--- src/fhp_cfg.svh ---
`ifndef FHP_CFG_SVH
`define FHP_CFG_SVH

// Status byte layout
`define FHP_ST_READY 7
`define FHP_ST_DIR 6
`define FHP_ST_PIO 5
`define FHP_ST_BUSY 4
`define FHP_ST_SEEK_LO 0
`define FHP_DRIVES 4

// Byte written to the cancel trigger that starts a software abort
`define FHP_ABORT_CODE 8'hFF

// Data path buffering
`define FHP_DATA_W 8
`define FHP_FIFO_DEPTH 16

// Synchroniser: 16 pin bits, idle levels after reset
`define FHP_SYNC_W 16
`define FHP_SYNC_RST 16'h3B00
`define FHP_PIN_STYLE 15
`define FHP_PIN_CLASS 14
`define FHP_PIN_STB_A 13
`define FHP_PIN_STB_B 12
`define FHP_PIN_CS 11
`define FHP_PIN_RS 10
`define FHP_PIN_GRANT 9
`define FHP_PIN_STOP 8

`endif

--- src/fhp_pkg.sv ---
package fhp_pkg;
    typedef enum {ACC_IDLE, ACC_READ, ACC_WRITE} fhp_acc_type;

    // Controller state reported by the command engine
    typedef struct packed {
        logic dir_to_host;
        logic pio_exec;
        logic busy;
        logic pio_mode;
        logic dma_active;
    } fhp_core_stat_type;

    // Events sent back to the command engine
    typedef struct packed {
        logic abort;
        logic dma_end;
        logic rate_high;
    } fhp_core_evt_type;
endpackage

--- src/fhp_host_port.sv ---
// What this block does
// - Reset drives request, interrupt and res_ready high, others low, data bus input.
// - Strap 0 gives separate read/write strobes; 1 gives enable plus direction.
// - Select low: read status, write cancel trigger; high: data port.
// - Without chip select or grant, strobes ignored and bus undriven.
// - Enable style: direction sense under grant is opposite to chip select.
// - Grant-qualified accesses ignore register select and use the data port.
// - Separate style: low read strobe outputs data, low write strobe inputs.
// - Interrupt pin is open drain with strap high, push-pull with strap low.
// - Interrupt asks for programmed transfers and flags command completion.
// - Request line asks each DMA byte; grant answers; stop input ends DMA.
// - Status bit 7 shows data port ready, clears when a data port access begins.
// - Status bit 6 gives data direction, 1 means host reads.
// - Status bit 5 set only during programmed-transfer read/write commands.
// - Status bit 4 shows busy; host waits for 0 except abort.
// - Status bits 0-3 set on seek per drive, clear when end accepted.
// - Writing FF to cancel trigger aborts in any state; other values ignored.
// - Data port is a byte stack with one entry on the bus.
// - Drive-class strap selects the slow or fast serial rate family.
`include "fhp_cfg.svh"
`timescale 1ns/10ps
`default_nettype none

module fhp_fifo #(
    parameter int WIDTH = `FHP_DATA_W,
    parameter int DEPTH = `FHP_FIFO_DEPTH
) (
    // Clock and reset
    input wire logic sys_clk,
    input wire logic nrst,
    // Fill side
    input wire logic in_valid,
    output logic in_ready,
    input wire logic [WIDTH-1:0] in_data,
    // Drain side
    output logic out_valid,
    input wire logic out_ready,
    output logic [WIDTH-1:0] out_data
);
    localparam int AW = $clog2(DEPTH);
    logic [WIDTH-1:0] mem [DEPTH];
    logic [AW-1:0] wr_q, wr_d, rd_q, rd_d;
    logic [AW:0] cnt_q, cnt_d;
    logic push, pop;
    assign in_ready = (cnt_q != (AW+1)'(DEPTH));
    assign out_valid = (cnt_q != '0);
    assign out_data = mem[rd_q];
    assign push = in_valid && in_ready;
    assign pop = out_valid && out_ready;
    always_comb begin
        wr_d = push ? AW'(wr_q + 1'b1) : wr_q;
        rd_d = pop ? AW'(rd_q + 1'b1) : rd_q;
        cnt_d = cnt_q;
        if (push && !pop) begin
            cnt_d = (AW+1)'(cnt_q + 1'b1);
        end else if (pop && !push) begin
            cnt_d = (AW+1)'(cnt_q - 1'b1);
        end
    end
    always_ff @(posedge sys_clk or negedge nrst) begin
        if (!nrst) begin
            wr_q <= '0;
            rd_q <= '0;
            cnt_q <= '0;
        end else begin
            wr_q <= wr_d;
            rd_q <= rd_d;
            cnt_q <= cnt_d;
        end
    end
    // Storage has no reset so it maps to plain RAM
    always_ff @(posedge sys_clk) begin
        if (push) begin
            mem[wr_q] <= in_data;
        end
    end
endmodule

module fhp_host_port (
    // Clock and reset
    input wire logic sys_clk,
    input wire logic nrst,
    // Straps
    input wire logic bus_style_strap,
    input wire logic drive_class_strap,
    // Host bus strobes and selects
    input wire logic strobe_a_n,
    input wire logic strobe_b_n,
    input wire logic chip_select_n,
    input wire logic register_select,
    // Host data bus, three signals
    input wire logic [7:0] data_in,
    output logic [7:0] data_out,
    output logic data_oe_n,
    // Interrupt pin, two signals
    output logic irq_out,
    output logic irq_oe_n,
    // DMA handshake
    output logic transfer_request_out_n,
    input wire logic transfer_grant_in_n,
    input wire logic transfer_stop_in_n,
    // Command engine status and events
    input wire fhp_pkg::fhp_core_stat_type core_stat,
    input wire logic [3:0] seek_start,
    input wire logic [3:0] seek_accept,
    input wire logic cmd_done,
    input wire logic done_clear,
    output fhp_pkg::fhp_core_evt_type core_evt,
    // Bytes written by the host toward the engine
    output logic cmd_valid,
    input wire logic cmd_ready,
    output logic [7:0] cmd_data,
    // Bytes from the engine toward the host
    input wire logic res_valid,
    output logic res_ready,
    input wire logic [7:0] res_data
);
    import fhp_pkg::*;

    // ****************************************
    // Pin synchronisers
    // ****************************************
    logic [`FHP_SYNC_W-1:0] pins, s1_q, s2_q, s3_q, flt_q, flt_d;
    assign pins = {bus_style_strap, drive_class_strap, strobe_a_n, strobe_b_n, chip_select_n,
                   register_select, transfer_grant_in_n, transfer_stop_in_n, data_in};
    // A change counts only when stages two and three agree
    generate
        for (genvar i = 0; i < `FHP_SYNC_W; i++) begin : g_flt
            always_comb begin
                flt_d[i] = (s2_q[i] == s3_q[i]) ? s3_q[i] : flt_q[i];
            end
        end
    endgenerate
    always_ff @(posedge sys_clk or negedge nrst) begin
        if (!nrst) begin
            s1_q <= `FHP_SYNC_RST;
            s2_q <= `FHP_SYNC_RST;
            s3_q <= `FHP_SYNC_RST;
            flt_q <= `FHP_SYNC_RST;
        end else begin
            s1_q <= pins;
            s2_q <= s1_q;
            s3_q <= s2_q;
            flt_q <= flt_d;
        end
    end
    // ****************************************
    // Access decode
    // ****************************************
    logic style, cs, grant, rd_raw, wr_raw, rd_act, wr_act, to_data;
    assign style = flt_q[`FHP_PIN_STYLE];
    assign cs = !flt_q[`FHP_PIN_CS];
    assign grant = !flt_q[`FHP_PIN_GRANT];
    always_comb begin
        if (style) begin
            rd_raw = flt_q[`FHP_PIN_STB_A] && (grant ? !flt_q[`FHP_PIN_STB_B] : flt_q[`FHP_PIN_STB_B]);
            wr_raw = flt_q[`FHP_PIN_STB_A] && (grant ? flt_q[`FHP_PIN_STB_B] : !flt_q[`FHP_PIN_STB_B]);
        end else begin
            rd_raw = !flt_q[`FHP_PIN_STB_A] && flt_q[`FHP_PIN_STB_B];
            wr_raw = !flt_q[`FHP_PIN_STB_B] && flt_q[`FHP_PIN_STB_A];
        end
    end

    assign rd_act = (cs || grant) && rd_raw;
    assign wr_act = (cs || grant) && wr_raw;
    // grant always routes to data port
    assign to_data = grant || flt_q[`FHP_PIN_RS];
    // ****************************************
    // Data stack
    // ****************************************
    // byte stack, head entry on the bus
    logic rx_valid, rx_pop, tx_ready, tx_push;
    logic [7:0] rx_head, wbyte_q, wbyte_d;
    fhp_fifo #(.WIDTH(`FHP_DATA_W), .DEPTH(`FHP_FIFO_DEPTH)) u_to_host (
        .sys_clk(sys_clk),
        .nrst(nrst),
        .in_valid(res_valid),
        .in_ready(res_ready),
        .in_data(res_data),
        .out_valid(rx_valid),
        .out_ready(rx_pop),
        .out_data(rx_head)
    );
    fhp_fifo #(.WIDTH(`FHP_DATA_W), .DEPTH(`FHP_FIFO_DEPTH)) u_to_core (
        .sys_clk(sys_clk),
        .nrst(nrst),
        .in_valid(tx_push),
        .in_ready(tx_ready),
        .in_data(wbyte_q),
        .out_valid(cmd_valid),
        .out_ready(cmd_ready),
        .out_data(cmd_data)
    );

    // ****************************************
    // Access sequencer and status
    // ****************************************
    fhp_acc_type acc_q, acc_d;
    logic sel_q, sel_d, oe_n_q, oe_n_d, ready_q, ready_d, rdy_cond, start_data;
    logic abort_q, abort_d, stop_prev_q, stop_seen_q, stop_seen_d, transfer_stop_in_q, transfer_stop_in_d;
    logic done_q, done_d, req_n_q, req_n_d, irq_q, irq_d, irq_oe_n_q, irq_oe_n_d;
    logic [3:0] seek_q, seek_d;
    logic [7:0] dout_q, dout_d, status;

    assign rdy_cond = core_stat.dir_to_host ? rx_valid : tx_ready;
    assign start_data = (acc_q == ACC_IDLE) && (rd_act || wr_act) && to_data;
    assign status = {ready_q, core_stat.dir_to_host, core_stat.pio_exec, core_stat.busy, seek_q};

    always_comb begin
        acc_d = acc_q;
        sel_d = sel_q;
        oe_n_d = oe_n_q;
        dout_d = dout_q;
        wbyte_d = flt_q[7:0];
        rx_pop = 1'b0;
        tx_push = 1'b0;
        abort_d = 1'b0;
        case (acc_q)
            ACC_IDLE: begin
                sel_d = to_data;
                if (rd_act) begin
                    acc_d = ACC_READ;
                    oe_n_d = 1'b0;
                    dout_d = to_data ? rx_head : status;
                    rx_pop = to_data;
                end else if (wr_act) begin
                    acc_d = ACC_WRITE;
                end
            end
            ACC_READ: begin
                if (!rd_act) begin
                    acc_d = ACC_IDLE;
                    oe_n_d = 1'b1;
                end
            end
            ACC_WRITE: begin
                // Byte is taken from the last cycle the strobe was still active
                if (!wr_act) begin
                    acc_d = ACC_IDLE;
                    wbyte_d = wbyte_q;
                    tx_push = sel_q;
                    abort_d = !sel_q && (wbyte_q == `FHP_ABORT_CODE);
                end
            end
            default: begin
                acc_d = ACC_IDLE;
                oe_n_d = 1'b1;
            end
        endcase

        if (start_data) begin
            ready_d = 1'b0;
        end else if (acc_q == ACC_IDLE) begin
            ready_d = rdy_cond;
        end else begin
            ready_d = ready_q;
        end

        // seek bits, set wins over accept
        seek_d = (seek_q & ~seek_accept) | seek_start;
        done_d = (done_q && !done_clear) || cmd_done;

        // stop edge ends the DMA run until the engine drops it
        transfer_stop_in_d = stop_prev_q && !flt_q[`FHP_PIN_STOP] && core_stat.dma_active;
        stop_seen_d = transfer_stop_in_d || (stop_seen_q && core_stat.dma_active);
        // one request per byte, dropped once granted
        req_n_d = !(core_stat.dma_active && !stop_seen_d && !transfer_stop_in_d && ready_d && !grant
                    && (acc_q == ACC_IDLE));

        irq_d = (core_stat.pio_mode && core_stat.pio_exec && ready_d) || done_d;
        // open drain only when the strap is high
        irq_oe_n_d = style ? !irq_d : 1'b0;
    end

    always_ff @(posedge sys_clk or negedge nrst) begin
        if (!nrst) begin
            acc_q <= ACC_IDLE;
            sel_q <= 1'b0;
            oe_n_q <= 1'b1;
            dout_q <= 8'h00;
            wbyte_q <= 8'h00;
            ready_q <= 1'b0;
            abort_q <= 1'b0;
            seek_q <= 4'h0;
            done_q <= 1'b0;
            stop_prev_q <= 1'b1;
            stop_seen_q <= 1'b0;
            transfer_stop_in_q <= 1'b0;
            req_n_q <= 1'b1;
            irq_q <= 1'b0;
            irq_oe_n_q <= 1'b0;
        end else begin
            acc_q <= acc_d;
            sel_q <= sel_d;
            oe_n_q <= oe_n_d;
            dout_q <= dout_d;
            wbyte_q <= wbyte_d;
            ready_q <= ready_d;
            abort_q <= abort_d;
            seek_q <= seek_d;
            done_q <= done_d;
            stop_prev_q <= flt_q[`FHP_PIN_STOP];
            stop_seen_q <= stop_seen_d;
            transfer_stop_in_q <= transfer_stop_in_d;
            req_n_q <= req_n_d;
            irq_q <= irq_d;
            irq_oe_n_q <= irq_oe_n_d;
        end
    end

    // ****************************************
    // Outputs
    // ****************************************
    assign data_out = dout_q;
    assign data_oe_n = oe_n_q;
    assign irq_out = !irq_q;
    assign irq_oe_n = irq_oe_n_q;
    assign transfer_request_out_n = req_n_q;
    assign core_evt.abort = abort_q;
    assign core_evt.dma_end = transfer_stop_in_q;
    // rate family from the drive-class strap
    assign core_evt.rate_high = flt_q[`FHP_PIN_CLASS];
endmodule

`default_nettype wire

--- config.mk ---
export PLATFORM = sky130hd
export DESIGN_NAME = fhp_host_port
export DESIGN_NICKNAME = d
export VERILOG_FILES = /design/src/fhp_pkg.sv /design/src/fhp_host_port.sv
export VERILOG_INCLUDE_DIRS = /design/src
export SDC_FILE = /design/constraint.sdc
export NUM_CORES = 1
export LEC_CHECK = 0
export BUFFER_PORTS_ARGS = -buffer_cell sky130_fd_sc_hd__buf_2
export CORE_MARGIN = 3
export CORE_UTILIZATION = 25
export CTS_CLUSTER_SIZE = 16
export DETAILED_ROUTE_END_ITERATION = 10
export GPL_ROUTABILITY_DRIVEN = 0
export GPL_TIMING_DRIVEN = 0
export PLACE_DENSITY_LB_ADDON = 0.1
export SYNTH_ARGS = -nofsm -noshare
export SYNTH_HDL_FRONTEND = slang
export SYNTH_HIERARCHICAL = 1
export SYNTH_SLANG_ARGS = --single-unit
--- constraint.sdc ---
create_clock -name sys_clk -period 5.6 [get_ports sys_clk]
set_input_delay 1.12 -clock sys_clk [delete_from_list [all_inputs] [get_ports sys_clk]]
set_output_delay 1.12 -clock sys_clk [all_outputs]
set_load 0.03 [all_outputs]
Word level (Yosys, flattened, before mapping)
Memories as Yosys holds them, arrays and structs flattened.
Index checks and enable logic that the tools add are counted.

operators by class
  muxes and demuxes = 33
  bitwise gates (word level) = 4
  equal/unequal tests = 26
  reductions and logical operators = 59
  add/subtract/negate cells = 8

operators by type and width
  kind                 number
  $mux 32              4
  $pmux 32 s3          1
  $logic_not 32->1     2
  $eq 32x1->1 const B  1
  $eq 32x2->1 const B  1
  $logic_and 1x1->1    28
  $mux 8               3
  $mux 1               20
  $mux 5               4
  $add 4x1->4 const B  4
  $eq 1x1->1           16
  $logic_not 1->1      16
  $add 5x1->5 const B  2
  $ne 5x5->1 const B   2
  $reduce_bool 5->1    2
  $sub 5x1->5 const B  2
  $eq 8x8->1 const B   1
  $ne 2x2->1 const B   4
  $logic_or 1x1->1     6
  $reduce_and 3->1     2
  $and 4x4->4          1
  $not 4->4            1
  $or 4x4->4           1
  $reduce_bool 2->1    2
  4 further kinds      4

word-level totals
  input port bits = 43
  bits in writable memories = 256
  logic and storage cells = 172
  memories kept = 2
  register bits = 153

memory list
  memory         words  bits a word  read ports  clocked after Yosys merged registers in  write ports  RTL line             text
  u_to_core.mem  16     8            1           0                                        1            fhp_host_port.sv:41  logic [WIDTH-1:0] mem [DEPTH];
  u_to_host.mem  16     8            1           0                                        1            fhp_host_port.sv:41

Longest topological paths before layout
Gate-level depths: netlist (run 1).

  word-level depth = 13
  depth in mapped cells = 13

Modules after synthesis
Netlist (run 1), hierarchy kept.

modules (own cells, without submodules)
  module                 cells an instance  instances  area an instance (um^2)
  fhp_fifo at u_to_host  318                1          5,820.6
  fhp_fifo at u_to_core  318                1          5,770.5
  fhp_host_port          203                1          3,318.2

Least setup slack after synthesis (run 1)
OpenSTA, ideal clock, no wires.

  kind = reg2reg
  start point = reg flt_q[12]
  end point = reg u_to_core.cnt_q[4]
  slack = 2.415 ns
  cell stages (with the launch flop) = 14
  data required time = 5.520 ns
  library setup time = 0.080 ns
  buffers on the path = 1
  arrival time = 3.105 ns
  cells stage by stage = dfstp_2 > buf_2 > xor2_1 > o22ai_1 > a21oi_2 > and2_1 > a21boi_2 > ha_1 > inv_1 > fa_1 > a21o_1 > a21oi_1 > mux2i_1 > xnor2_1

between the ends
  cells in the longest elaborated chain, start to end = 11

ends and longest elaborated chain
  what                         RTL line                                    text
  from (decl)                  fhp_host_port.sv:123                        logic [`FHP_SYNC_W-1:0] pins, s1_q, s2_q, s3_q, flt_q, flt_d;
  from (signal assigned)       fhp_host_port.sv:139                        flt_q <= `FHP_SYNC_RST;
  from (signal assigned)       fhp_host_port.sv:144                        flt_q <= flt_d;
  $logic_not 1->1              fhp_host_port.sv:157, fhp_host_port.sv:160
  $mux 1                       fhp_host_port.sv:157                        wr_raw = flt_q[`FHP_PIN_STB_A] && (grant ? flt_q[`FHP_PIN_STB_B] : !flt_q[`FHP_PIN_STB_B]);
  $logic_and 1x1->1            fhp_host_port.sv:157
  $mux 1 (*)                   fhp_host_port.sv:155                        if (style) begin
  $logic_and 1x1->1 (*)        fhp_host_port.sv:165                        assign wr_act = (cs || grant) && wr_raw;
  $mux 1 (*)                   fhp_host_port.sv:238                        if (!wr_act) begin
  $mux 1 (*)                   fhp_host_port.sv:218                        case (acc_q)
  named net tx_push            fhp_host_port.sv:172                        logic rx_valid, rx_pop, tx_ready, tx_push;
  $logic_and 1x1->1 (*)        fhp_host_port.sv:48                         assign push = in_valid && in_ready;
  named net u_to_core.push     fhp_host_port.sv:44                         logic push, pop;
  $logic_not 1->1              fhp_host_port.sv:56                         end else if (pop && !push) begin
  $logic_and 1x1->1            fhp_host_port.sv:56
  $reduce_bool 2->1 (no line)  n/a
  to (signal assigned)         fhp_host_port.sv:68                         cnt_q <= cnt_d;
  to (decl)                    fhp_host_port.sv:43                         logic [AW:0] cnt_q, cnt_d;

The timed path passes the listed nets; every way through them passes the cells marked *.
A chain may end at the register's enable or synchronous reset.

Worst setup path in the final report (run 1)
  start point = reg u_to_core.rd_q[1]
  end point = out cmd_data[5]

between the ends
  cells in the longest elaborated chain, start to end = 1

ends and longest elaborated chain
  what                    RTL line              text
  from (decl)             fhp_host_port.sv:42   logic [AW-1:0] wr_q, wr_d, rd_q, rd_d;
  from (signal assigned)  fhp_host_port.sv:67   rd_q <= rd_d;
  $mem_v2 16x8            n/a
  to (decl)               fhp_host_port.sv:112  output logic [7:0] cmd_data,

No other way between the ends.

==> results.md, run 1 <==
- Post-detail-place hpwl: 23.05 mm
- Synthesis-stage register bit count: 379
- GR Overflow Total: 0
- Remaining antenna violation count after routing: 0
- Detailed-route wire length on metal 1: approximately 17 mm
- Number of enable flip-flop cells after synthesis: 256
- Die X: 250.2 um
- Final setup violation count: 0
- Number of instances in the synthesized netlist: around 840
- Ratio of final minimum period to clock period: 67.63%
- Slew margin rel.: 12.30%
- Worst setup SP type: flop
- Required time at the endpoint of the critical path: 4480 ps
- Drt drc: 0
- Final Net Count: 1,018
- Total of cells resized after clock tree synthesis: 0
- Root Driver: sky130_fd_sc_hd__clkbuf_16
- Largest net degree at the start of global routing: 69
- Final std cells w/o fill: 1,757
- Pwr Density: 505.8 nW/um^2
- Floorplan die area: 62,600 um^2
- Async set-or-reset flop fraction in the synthesized netlist: 32.45%
- Source of the worst register-to-register timing path: flt_q[12]
- Sequential-to-total area share from yosys stat: 72.40%
- Met3 WL post-DR: 1.675 mm
- Count of standard-cell rows: just under 90
- Number of global-route vias before repair: 7,889
- Hold Path Stages: 0
- Number of antenna violations at the first check in global routing: 2
- Sort of element at the end of the critical path: primary output
- Total Routed Length: 35.68 mm
- First-pass GRT wire length: 53.84 mm
- Layout overhead on the synthesized area: 18.69%
- Worst vdd ir: 196.3 uV
- Total length of routed met2 wires: 15.99 mm
- Starting density of the core: 25.55%
- Total Negative Setup Slacks: 0 ps
- Cell Area, Placed: around 16,000 um^2
- Time the final worst path needs with I/O delays and setup: 3787 ps
- Die height: 250.2 um
- Number of hold violations in the final report: 0
- Top cell type by total area after synthesis: sky130_fd_sc_hd__edfxtp_1
- Critical path data arrival time: 2670 ps
- Highest achievable clock rate: 264.1 MHz
- Main area contributors after synthesis: sky130_fd_sc_hd__edfxtp_1 (52%), sky130_fd_sc_hd__dfrtp_1 (17%), sky130_fd_sc_hd__mux4_2 (4.8%), sky130_fd_sc_hd__mux2i_1 (4.4%), sky130_fd_sc_hd__dfstp_2 (4.1%)
- Worst min-delay path category: flop to flop
- Start point of the worst min-delay path: s1_q[10]
- Clock-pin slew on the worst setup and hold paths: 60 ps
- Number of buffers inserted by port buffering: 67
- Post-CTS Repair Setup Buffers: 0
- Share of the synthesized area in the top cell type: 51.56%
- Per-cell routed wire length: 20.31 um
- Total leakage power: 6.379 nW
- Final standard cell area without fillers: approximately 18,000 um^2
- Net count of the mapped netlist: 902
- Worst-path maximum fanout: 10
- Drt first pass iters: 5
- Number of max-slew violations in the final report: 0
- Highest routed layer: met4
- Hold Crit Endpoint: s2_q[10]
- CTS tree: done
- H-tree Lvls: 2
- Final setup margin: 1813 ps
- DR vias: ~7,600
- Final worst clock skew: 16.83 ps
- Mean Syn Cell Area: 17.77 um^2
- Yosys Warn Count: 6
- Worst Hold Slack: 344.6 ps
- Clk buf depth: 3
- CTS Buf Count: 44
- Library cell contributing the largest single delay on the critical path: sky130_fd_sc_hd__clkbuf_1
- FF-to-FF setup slack: between 1500 and 2000 ps
- Max-Cap Viols: 0
- Vias per Instance: about 4.3
- WS Path Type: flop to primary output
- Overall global routing resource usage: around 11%
- Worst path max stage delay: between 500 and 600 ps
- Count of fill cells added during filler insertion: 5,785
- Placed Cells: 1,673
- Most used DFF post-synth: sky130_fd_sc_hd__edfxtp_1
- Layout cells sized above 1: 27.55%
- Post-synthesis instance area: 14,910 um^2
- Drt initial violations: 393
- Hold bufs inserted after CTS: 0
- Tightest Pin Transition: 1305 ps
- Outcome: complete, no violations
- Number of different library cells in the post-synthesis netlist: about 50
- Worst Reg-to-Reg Cells: 8
- Cells along the critical path: buf_4 > clkbuf_1 > mux4_2 > a22oi_1 > nand2_1 > buf_2
- Count of clock tree sinks: roughly 380
- IO Count: 68
- RSZ-0062 raised after global routing: no
- End of the worst register-to-register path: u_to_core/mem[1][7]
- Worst Setup Slack post-DPL: 1659 ps
- Area of the placeable core: 58,360 um^2
- Clock latency reported for the late side of the worst-skew pair: 570 ps
[synthesized netlist by cell type, types with 5 or more instances]
master                     count
sky130_fd_sc_hd__a21oi_1       8
sky130_fd_sc_hd__buf_2         5
sky130_fd_sc_hd__a21o_1       12
sky130_fd_sc_hd__dfstp_2      23
sky130_fd_sc_hd__nand2b_1     10
sky130_fd_sc_hd__mux4_2       32
sky130_fd_sc_hd__clkbuf_1      9
sky130_fd_sc_hd__buf_6        15
sky130_fd_sc_hd__ha_1         18
sky130_fd_sc_hd__nor2_1       32
sky130_fd_sc_hd__a221oi_2     11
sky130_fd_sc_hd__nor3_1       10
sky130_fd_sc_hd__dfrtp_1     100
sky130_fd_sc_hd__inv_1        16
sky130_fd_sc_hd__a22oi_1      16
sky130_fd_sc_hd__buf_4         9
sky130_fd_sc_hd__edfxtp_1    256
sky130_fd_sc_hd__nand2_1      37
sky130_fd_sc_hd__mux2_2       27
sky130_fd_sc_hd__nand4_1       6
sky130_fd_sc_hd__a221oi_1     21
sky130_fd_sc_hd__xnor2_1      19
sky130_fd_sc_hd__mux2i_1      66
sky130_fd_sc_hd__o21ai_0      22
sky130_fd_sc_hd__maj3_1       16
[how the worst max path moves through the flow]
stage | to | from | slack, ps | depth (start not counted)
final | cmd_data[5] | u_to_core/rd_q[1] | 1810 | 6
after CTS | u_to_core/mem[3][4] | flt_q[12] | 1650 | 8
after floorplan | u_to_core/cnt_q[4] | flt_q[12] | 2420 | 13
after global placement | flt_q[1] | nrst | 1410 | 1
after global routing | u_to_core/mem[1][4] | flt_q[12] | 1500 | 8
after detailed placement | u_to_core/mem[3][0] | flt_q[12] | 1660 | 8
[worst max-delay path, delay by kind of cell, from the launching register on]
family / cells / cell delay, ps
AOI/OAI and AO/OA: 1 / 200
buffers and inverters: 3 / 960
DFF: 1 / 350
muxes: 1 / 490
and+or+nand+nor: 1 / 100
[routing by layer]
layer	GRT usage [%]	vias to the layer above
met1	16.53	3914
met4	3.280	0
met5	0	-
met2	17.34	133
li1	-	3470
met3	2.637	50
[registers in the layout, indices dropped and copies added (netlist names), 2 cells and up]
name,count
acc_q,2
data_out,8
flt_q,16
s1_q,16
s2_q,16
s3_q,16
seek_q,4
u_to_core/cnt_q,5
u_to_core/mem,128
u_to_core/rd_q,4
u_to_core/wr_q,4
u_to_host/cnt_q,5
u_to_host/mem,128
u_to_host/rd_q,4
u_to_host/wr_q,4
wbyte_q,8
[where the power goes]
| group | leakage, nW | internal, mW | total (mW) | switching (mW) |
|---|---|---|---|---|
| registers | 3.73 | 3.34 | 3.56 | 0.221 |
| logic | 1.97 | 1.05 | 2.59 | 1.54 |
| clock network | 0.684 | 1.64 | 2.80 | 1.16 |
| total | 6.38 | 6.04 | 8.95 | 2.91 |
[through the flow]
stage	total power [mW]	util, %
after global placement	6.261	27.76
after detailed placement	6.275	27.86
after CTS	9.141	30.29
after global routing	9.470	30.32
after floorplan	5.396	-
final	8.950	30.32
[cells by family after synthesis]
kind of cell / after synthesis / synth area share (%)
AO/OA/AOI/OAI: 101 / 5.472
XOR/XNOR: 22 / 1.292
adder cells (fa/ha/maj): 36 / 2.853
flip-flops: 379 / 72.40
AND/OR/NAND/NOR: 117 / 3.961
buffers and inverters: 57 / 2.568
multiplexers: 127 / 11.46
[layout by cell type, fill, tap and decap left out, types with 12 or more instances in the layout]
master / Yosys / routed
sky130_fd_sc_hd__dfstp_2: 23 / 23
sky130_fd_sc_hd__xnor2_1: 19 / 19
sky130_fd_sc_hd__dfrtp_1: 100 / 100
sky130_fd_sc_hd__mux2i_1: 66 / 66
sky130_fd_sc_hd__ha_1: 18 / 18
sky130_fd_sc_hd__o21ai_0: 22 / 22
sky130_fd_sc_hd__clkbuf_16: 0 / 45
sky130_fd_sc_hd__clkbuf_1: 9 / 25
sky130_fd_sc_hd__a21o_1: 12 / 12
sky130_fd_sc_hd__buf_6: 15 / 16
sky130_fd_sc_hd__a22oi_1: 16 / 16
sky130_fd_sc_hd__buf_2: 5 / 71
sky130_fd_sc_hd__mux4_2: 32 / 32
sky130_fd_sc_hd__nor2_1: 32 / 32
sky130_fd_sc_hd__mux2_2: 27 / 27
sky130_fd_sc_hd__edfxtp_1: 256 / 256
sky130_fd_sc_hd__maj3_1: 16 / 16
sky130_fd_sc_hd__a221oi_1: 21 / 21
sky130_fd_sc_hd__nand2_1: 37 / 37
sky130_fd_sc_hd__inv_1: 16 / 16
[final cells by class]
class                           instances  area [um^2]  share of cell area [%]
Sequential cell                       379        10790                   61.00
Multi-Input combinational cell        403         3757                   21.23
Clock buffer                           65         1241                   7.014
Tap cell                              765        957.2                   5.409
Timing Repair Buffer                   70        384.1                   2.171
Buffer                                 41        322.8                   1.824
Clock inverter                         17        176.4                  0.9970
Inverter                               16        60.06                  0.3394
Antenna cell                            1        2.502                 0.01414
Power figures use the tool's default switching activity.
==> inputs of run 2 (changes only) <==
clock period = 3 ns   (was 5.6 ns; I/O delays follow)
==> run 2 against run 1 <==
Against the previous run: via count up 1.2%; global-route usage up 0.14 points; setup slack got worse by 1700 ps; design area rose by 2.3%; largest power group unchanged; clock power is 85% higher; combinational power grew 100%; routed wire length is 1.8% higher; flip-flop and latch count did not move.
==> results.md, run 2 (same netlist as run 1, synthesis figures left out) <==
- Start point of the worst min-delay path: chip_select_n
- Part of the power in the clock network: a little under a third
- Worst-path maximum fanout: 10
- DR vias: 7,655
- Worst vdd ir: between 400 and 500 uV
- Count of fill cells added during filler insertion: 5,732
- Number of hold violations in the final report: 0
- Cell internal pwr: around 11 mW
- Power Total: 17.13 mW
- Drt initial violations: 443
- Sequential cell area: 10,800 um^2
- Drt first pass iters: 4
- Vias per Instance: 4.315
- Post-detail-place hpwl: 23.40 mm
- Final std cells w/o fill: 1,774
- Clk buf depth: 3
- IO Count: between 60 and 70
- Starting density of the core: between 20% and 30%
- Clock latency reported for the late side of the worst-skew pair: 570 ps
- Ratio of final minimum period to clock period: 96.94%
- Number of max-slew violations in the final report: 0
- Clock-pin slew on the worst setup and hold paths: 60 ps
- Worst setup SP type: flop
- Placed Cells: 1,676
- GR Util met1: 16.92%
- Switching share of power: between 30% and 40%
- Total Routed Length: 36.33 mm
- Overall global routing resource usage: 11.63%
- Sort of element at the end of the critical path: primary output
- Power share of the combinational group: 30.7%
- Most common cell after layout, fill and taps aside: sky130_fd_sc_hd__edfxtp_1
- Outcome: complete, no violations
- Layout cells sized above 1: 31.62%
- CTS Buf Count: 45
- Required time at the endpoint of the critical path: 2400 ps
- First-pass GRT wire length: 54.21 mm
- CTS tree: done
- Highest achievable clock rate: 343.9 MHz
- Floorplan die area: roughly 63,000 um^2
- Number of global-route vias before repair: between 7,000 and 8,000
- Max-Cap Viols: 0
- FF-to-FF setup slack: 170 ps
- Hold Crit Endpoint: s1_q[11]
- Switching power summed over all nets: 5.640 mW
- Time the final worst path needs with I/O delays and setup: 2908 ps
- Source of the worst register-to-register timing path: flt_q[9]
- Die X: 250.2 um
- Largest net degree at the start of global routing: 78
- Die height: 250.2 um
- Tightest Pin Transition: ~990 ps
- Total leakage power: 6.512 nW
- # diodes: 0
- Total Negative Setup Slacks: 0 ps
- Count of clock tree sinks: 379
- Final worst clock skew: 19.32 ps
- Remaining antenna violation count after routing: 0
- Hold Path Stages: 1
- Drt drc: 0
- Met3 usage in global routing: 2.606%
- GR Overflow Total: 0
- Count of standard-cell rows: 88
- Layout overhead on the synthesized area: 21.44%
- Area of the placeable core: 58,360 um^2
- Slew margin rel.: approximately a third
- Most heavily used metal layer in global routing: met2
- Met2 track demand over resource: 17.27%
- Critical path data arrival time: 2310 ps
- Leading registers by flop count: u_to_core/mem x128, u_to_host/mem x128
- Root Driver: sky130_fd_sc_hd__clkbuf_16
- End of the worst register-to-register path: u_to_host/cnt_q[4]
- WS Path Type: flop to primary output
- Pwr Density: roughly 950 nW/um^2
- Per-cell routed wire length: roughly 20 um
- Number of antenna violations at the first check in global routing: 3
- H-tree Lvls: 2
- Most frequent cells in the layout: sky130_fd_sc_hd__edfxtp_1 (256), sky130_fd_sc_hd__dfrtp_1 (99), sky130_fd_sc_hd__buf_2 (66)
- Number of buffers inserted by port buffering: 67
- Area of the multi-input gates: 4000 um^2
- Worst Reg-to-Reg Cells: 12
- Final setup violation count: 0
- Worst min-delay path category: input pin to flop
- Register share of total power: 39.1%
- Final Net Count: around 1,000
run 2: worst max path at each step:
stage,cells after the start,from,slack [ps],to
6_report,8,u_to_core/rd_q[2],90,cmd_data[3]
5_1_grt,8,u_to_core/rd_q[2],-4,cmd_data[5]
4_1_cts,8,u_to_core/rd_q[1],-60,cmd_data[0]
3_5_place_dp,8,flt_q[12],-710,u_to_core/mem[1][7]
3_3_place_gp,8,flt_q[12],-840,u_to_core/mem[3][7]
2_1_floorplan,13,flt_q[12],6,u_to_core/cnt_q[4]
run 2: cell type report:
type                       count  area share, %
sequential                   379          59.62
buffer                        39          1.969
inverter                      16         0.3663
clock inverter                15         0.7049
tap                          765          5.286
timing repair buffer          88          2.923
clock buffer                  68          7.035
multi-input combinational    404          22.09
run 2: critical path, cell delays in order (launching register included):
cell,delay [ps]
sky130_fd_sc_hd__dfrtp_1,390
sky130_fd_sc_hd__buf_6,150
sky130_fd_sc_hd__and2_4,150
sky130_fd_sc_hd__buf_6,130
sky130_fd_sc_hd__buf_6,170
sky130_fd_sc_hd__a221oi_2,330
sky130_fd_sc_hd__a22oi_1,120
sky130_fd_sc_hd__nand2_1,90
sky130_fd_sc_hd__buf_2,200
run 2: layer usage:
layer	wire (um)	part of all wire, %	vias up
li1	-	-	3515
met1	17740	49	3933
met2	16100	44	136
met3	1591	4.4	67
met4	870	2.4	4
met5	34	0.094	-
run 2: per-stage QoR:
stage | util, % | worst slack [ps] | area, um^2 | hold slack [ps]
2_1_floorplan | - | 5.823 | 14930 | 304.4
3_3_place_gp | 27.80 | -841.2 | 16220 | 332.3
3_5_place_dp | 27.93 | -714.3 | 16300 | 334.7
4_1_cts | 30.58 | -58.39 | 17840 | 82.64
5_1_grt | 31.03 | -4.337 | 18110 | 88.41
6_report | 31.03 | 91.80 | 18110 | 130.8
run 2: power by group through the flow:
stage | Sequential, mW | Combinational, mW | Clock, mW
after floorplan | 6.75 | 3.35 | 0
after global placement | 6.76 | 4.95 | 0
after detailed placement | 6.76 | 4.98 | 0
after CTS | 6.70 | 5.08 | 5.40
after global routing | 6.77 | 5.70 | 5.61
final | 6.70 | 5.25 | 5.18
run 2: timing repair:
action	4_1_cts	5_1_grt
setup buffers	3	11
cloned	1	1
endpoints found under the setup margin	145	99
endpoints found under the hold margin	9	0
hold buffers	1	0
gates resized for setup	20	39
pin swaps	3	9
==> inputs of run 3 (changes only) <==
clock period = 3.2 ns   (was 3 ns; I/O delays follow)
==> run 3 against run 2 <==
Against the previous run: global-route usage fell by 0.10 points; hold slack got worse by 21 ps; first-iteration DRC count shrank 0.68%; register-to-register slack improved by 70 ps; via count fell by 0.85%; setup slack improved by 51 ps; combinational power fell by 13%; design area fell by 1.6%; sequential share of layout area is 0.95 points higher; critical path depth unchanged.
==> results.md, run 3 (same netlist as run 1, synthesis figures left out) <==
- Outcome: complete, no violations
- Placed Cells: ~1,700
- Starting density of the core: 25.55%
- Number of buffers inserted by port buffering: 67
- Switching share of power: 32.68%
- Required time at the endpoint of the critical path: approximately 2600 ps
- Worst path max stage delay: 410 ps
- First-pass GRT wire length: 54.02 mm
- Total leakage power: 6.440 nW
- Worst min-delay path category: input pin to asynchronous set/reset pin
- Register share of total power: 39.8%
- Area of the placeable core: 58,360 um^2
- Overall global routing resource usage: 11.52%
- Post-detail-place hpwl: 23.05 mm
- Worst Hold Slack: roughly 110 ps
- Leading registers by flop count: u_to_core/mem x128, u_to_host/mem x128
- Critical path data arrival time: 2420 ps
- Switching power summed over all nets: 5.144 mW
- Count of standard-cell rows: 88
- Sequential cell area: 10,790 um^2
- Per-cell routed wire length: 20.31 um
- Most frequent cells in the layout: sky130_fd_sc_hd__edfxtp_1 (256), sky130_fd_sc_hd__dfrtp_1 (100), sky130_fd_sc_hd__buf_2 (69)
- Highest achievable clock rate: ~330 MHz
- Largest net degree at the start of global routing: 69
- Cell internal pwr: 10.60 mW
- Number of global-route vias before repair: 7,930
- Slew margin rel.: ~32%
- Drt first pass iters: 4
- Number of antenna violations at the first check in global routing: 2
- Layout overhead on the synthesized area: 19.52%
- Vias per Instance: 4.310
- Hold bufs inserted after CTS: 0
- Worst setup SP type: flop
- Worst vdd ir: 343.6 uV
- Ratio of final minimum period to clock period: around 96%
- Final worst clock skew: approximately 17 ps
- Cells along the critical path: buf_4 > and2_4 > buf_6 > buf_6 > a221oi_1 > a22oi_1 > nand2_1 > buf_2
- Die height: 250.2 um
- Number of hold violations in the final report: 0
- Drt initial violations: 440
- DR vias: 7,590
- H-tree Lvls: 2
- RSZ-0062 raised after global routing: no
- Total Routed Length: 35.77 mm
- Number of max-slew violations in the final report: 0
- CTS tree: done
- Tightest Pin Transition: 1014 ps
- Max-Cap Viols: 0
- Layout cells sized above 1: 29.35%
- Part of the power in the clock network: 31.1%
- Worst Setup Slack post-DPL: -740.8 ps
- Sort of element at the end of the critical path: primary output
- Root Driver: sky130_fd_sc_hd__clkbuf_16
- Final setup violation count: 0
- Cell repeated most along the worst path: sky130_fd_sc_hd__buf_6
- Count of clock tree sinks: between 300 and 400
- Die X: 250.2 um
- Worst-path maximum fanout: 10
- GR Overflow Total: 0
- Worst Reg-to-Reg Cells: 13
- WS Path Type: flop to primary output
- Library cell contributing the largest single delay on the critical path: sky130_fd_sc_hd__a221oi_1
- Drt drc: 0
- IO Count: slightly below 70
- CTS Buf Count: 44
- Clk buf depth: 3
- Clock latency reported for the late side of the worst-skew pair: approximately 570 ps
- Count of fill cells added during filler insertion: 5,780
- Time the final worst path needs with I/O delays and setup: 3057 ps
- Area of the multi-input gates: 3840 um^2
- Pwr Density: 883.3 nW/um^2
- Final Net Count: 1,022
- Final std cells w/o fill: between 1,500 and 2,000
- Final setup margin: 142.9 ps
- Most common cell after layout, fill and taps aside: sky130_fd_sc_hd__edfxtp_1
- Clock-pin slew on the worst setup and hold paths: 60 ps
- Floorplan die area: 62,600 um^2
- Power share of the combinational group: 29.1%
- Remaining antenna violation count after routing: 0
run 3: changes by cell type in the layout (fill, tap and decap cells not counted), sizes merged:
cell         change
dlygate4sd3      -1
clkinv           -1
inv              +2
bufinv           +1
a21boi           -1
diode            +1
buf             -10
clkbuf           -4
run 3: final cells by class:
class                   instances  area share (%)
flip-flops and latches        379           60.57
repair buffers                 77           2.450
diodes                          1         0.01404
clock inverters                17          0.9900
multi-input cells             403           21.55
plain buffers                  38           1.748
well taps                     765           5.371
clock buffers                  65           6.965
inverters                      16          0.3370
run 3: final timing paths:
path,startpoint,endpoint,slack [ps]
max,u_to_core/rd_q[1],cmd_data[5],140
min,nrst,u_to_host/rd_q[2],110
max reg2reg,flt_q[9],u_to_host/cnt_q[4],240
min reg2reg,s1_q[10],s2_q[10],340
max in group asynchronous,nrst,flt_q[12],2300
min in group sys_clk,strobe_a_n,s1_q[13],180
run 3: power groups by stage:
| stage | Sequential, mW | Clock (mW) | Combinational, mW |
|---|---|---|---|
| 3_3_place_gp | 6.33 | 0 | 4.62 |
| 3_5_place_dp | 6.34 | 0 | 4.64 |
| 2_1_floorplan | 6.32 | 0 | 3.12 |
| 4_1_cts | 6.28 | 5.10 | 4.66 |
| 5_1_grt | 6.35 | 5.29 | 5.02 |
| 6_report | 6.27 | 4.89 | 4.58 |
run 3: layer usage:
metal,vias up,global-route usage [%],wire [um]
met4,0,3.461,833
met5,-,0,0
met1,3929,16.54,17210
li1,3480,-,-
met3,52,2.648,1791
met2,129,17.34,15940
run 3: critical path, delay by kind of cell (launching register included):
kind                   cells  cell delay (ps)
DFF                        1              380
AOI/OAI and AO/OA          2              540
and+or+nand+nor            2              250
buffers and inverters      4              670
run 3: timing repair:
action | 4_1_cts | 5_1_grt
gates cloned | 0 | 0
gates resized for setup | 12 | 8
hold endpoints to repair | 0 | 0
setup endpoints to repair | 144 | 19
pin swaps | 2 | 1
setup buffers | 3 | 4
run 3: per-stage QoR:
step	utilization (%)	TNS (ps)	cell area, um^2	power, mW
floorplan	-	0	14910	9.444
global placement	27.76	-110860	16200	10.96
detailed placement	27.86	-54920	16260	10.98
CTS	30.42	0	17750	16.04
global route	30.53	0	17820	16.65
finish	30.54	0	17820	15.74
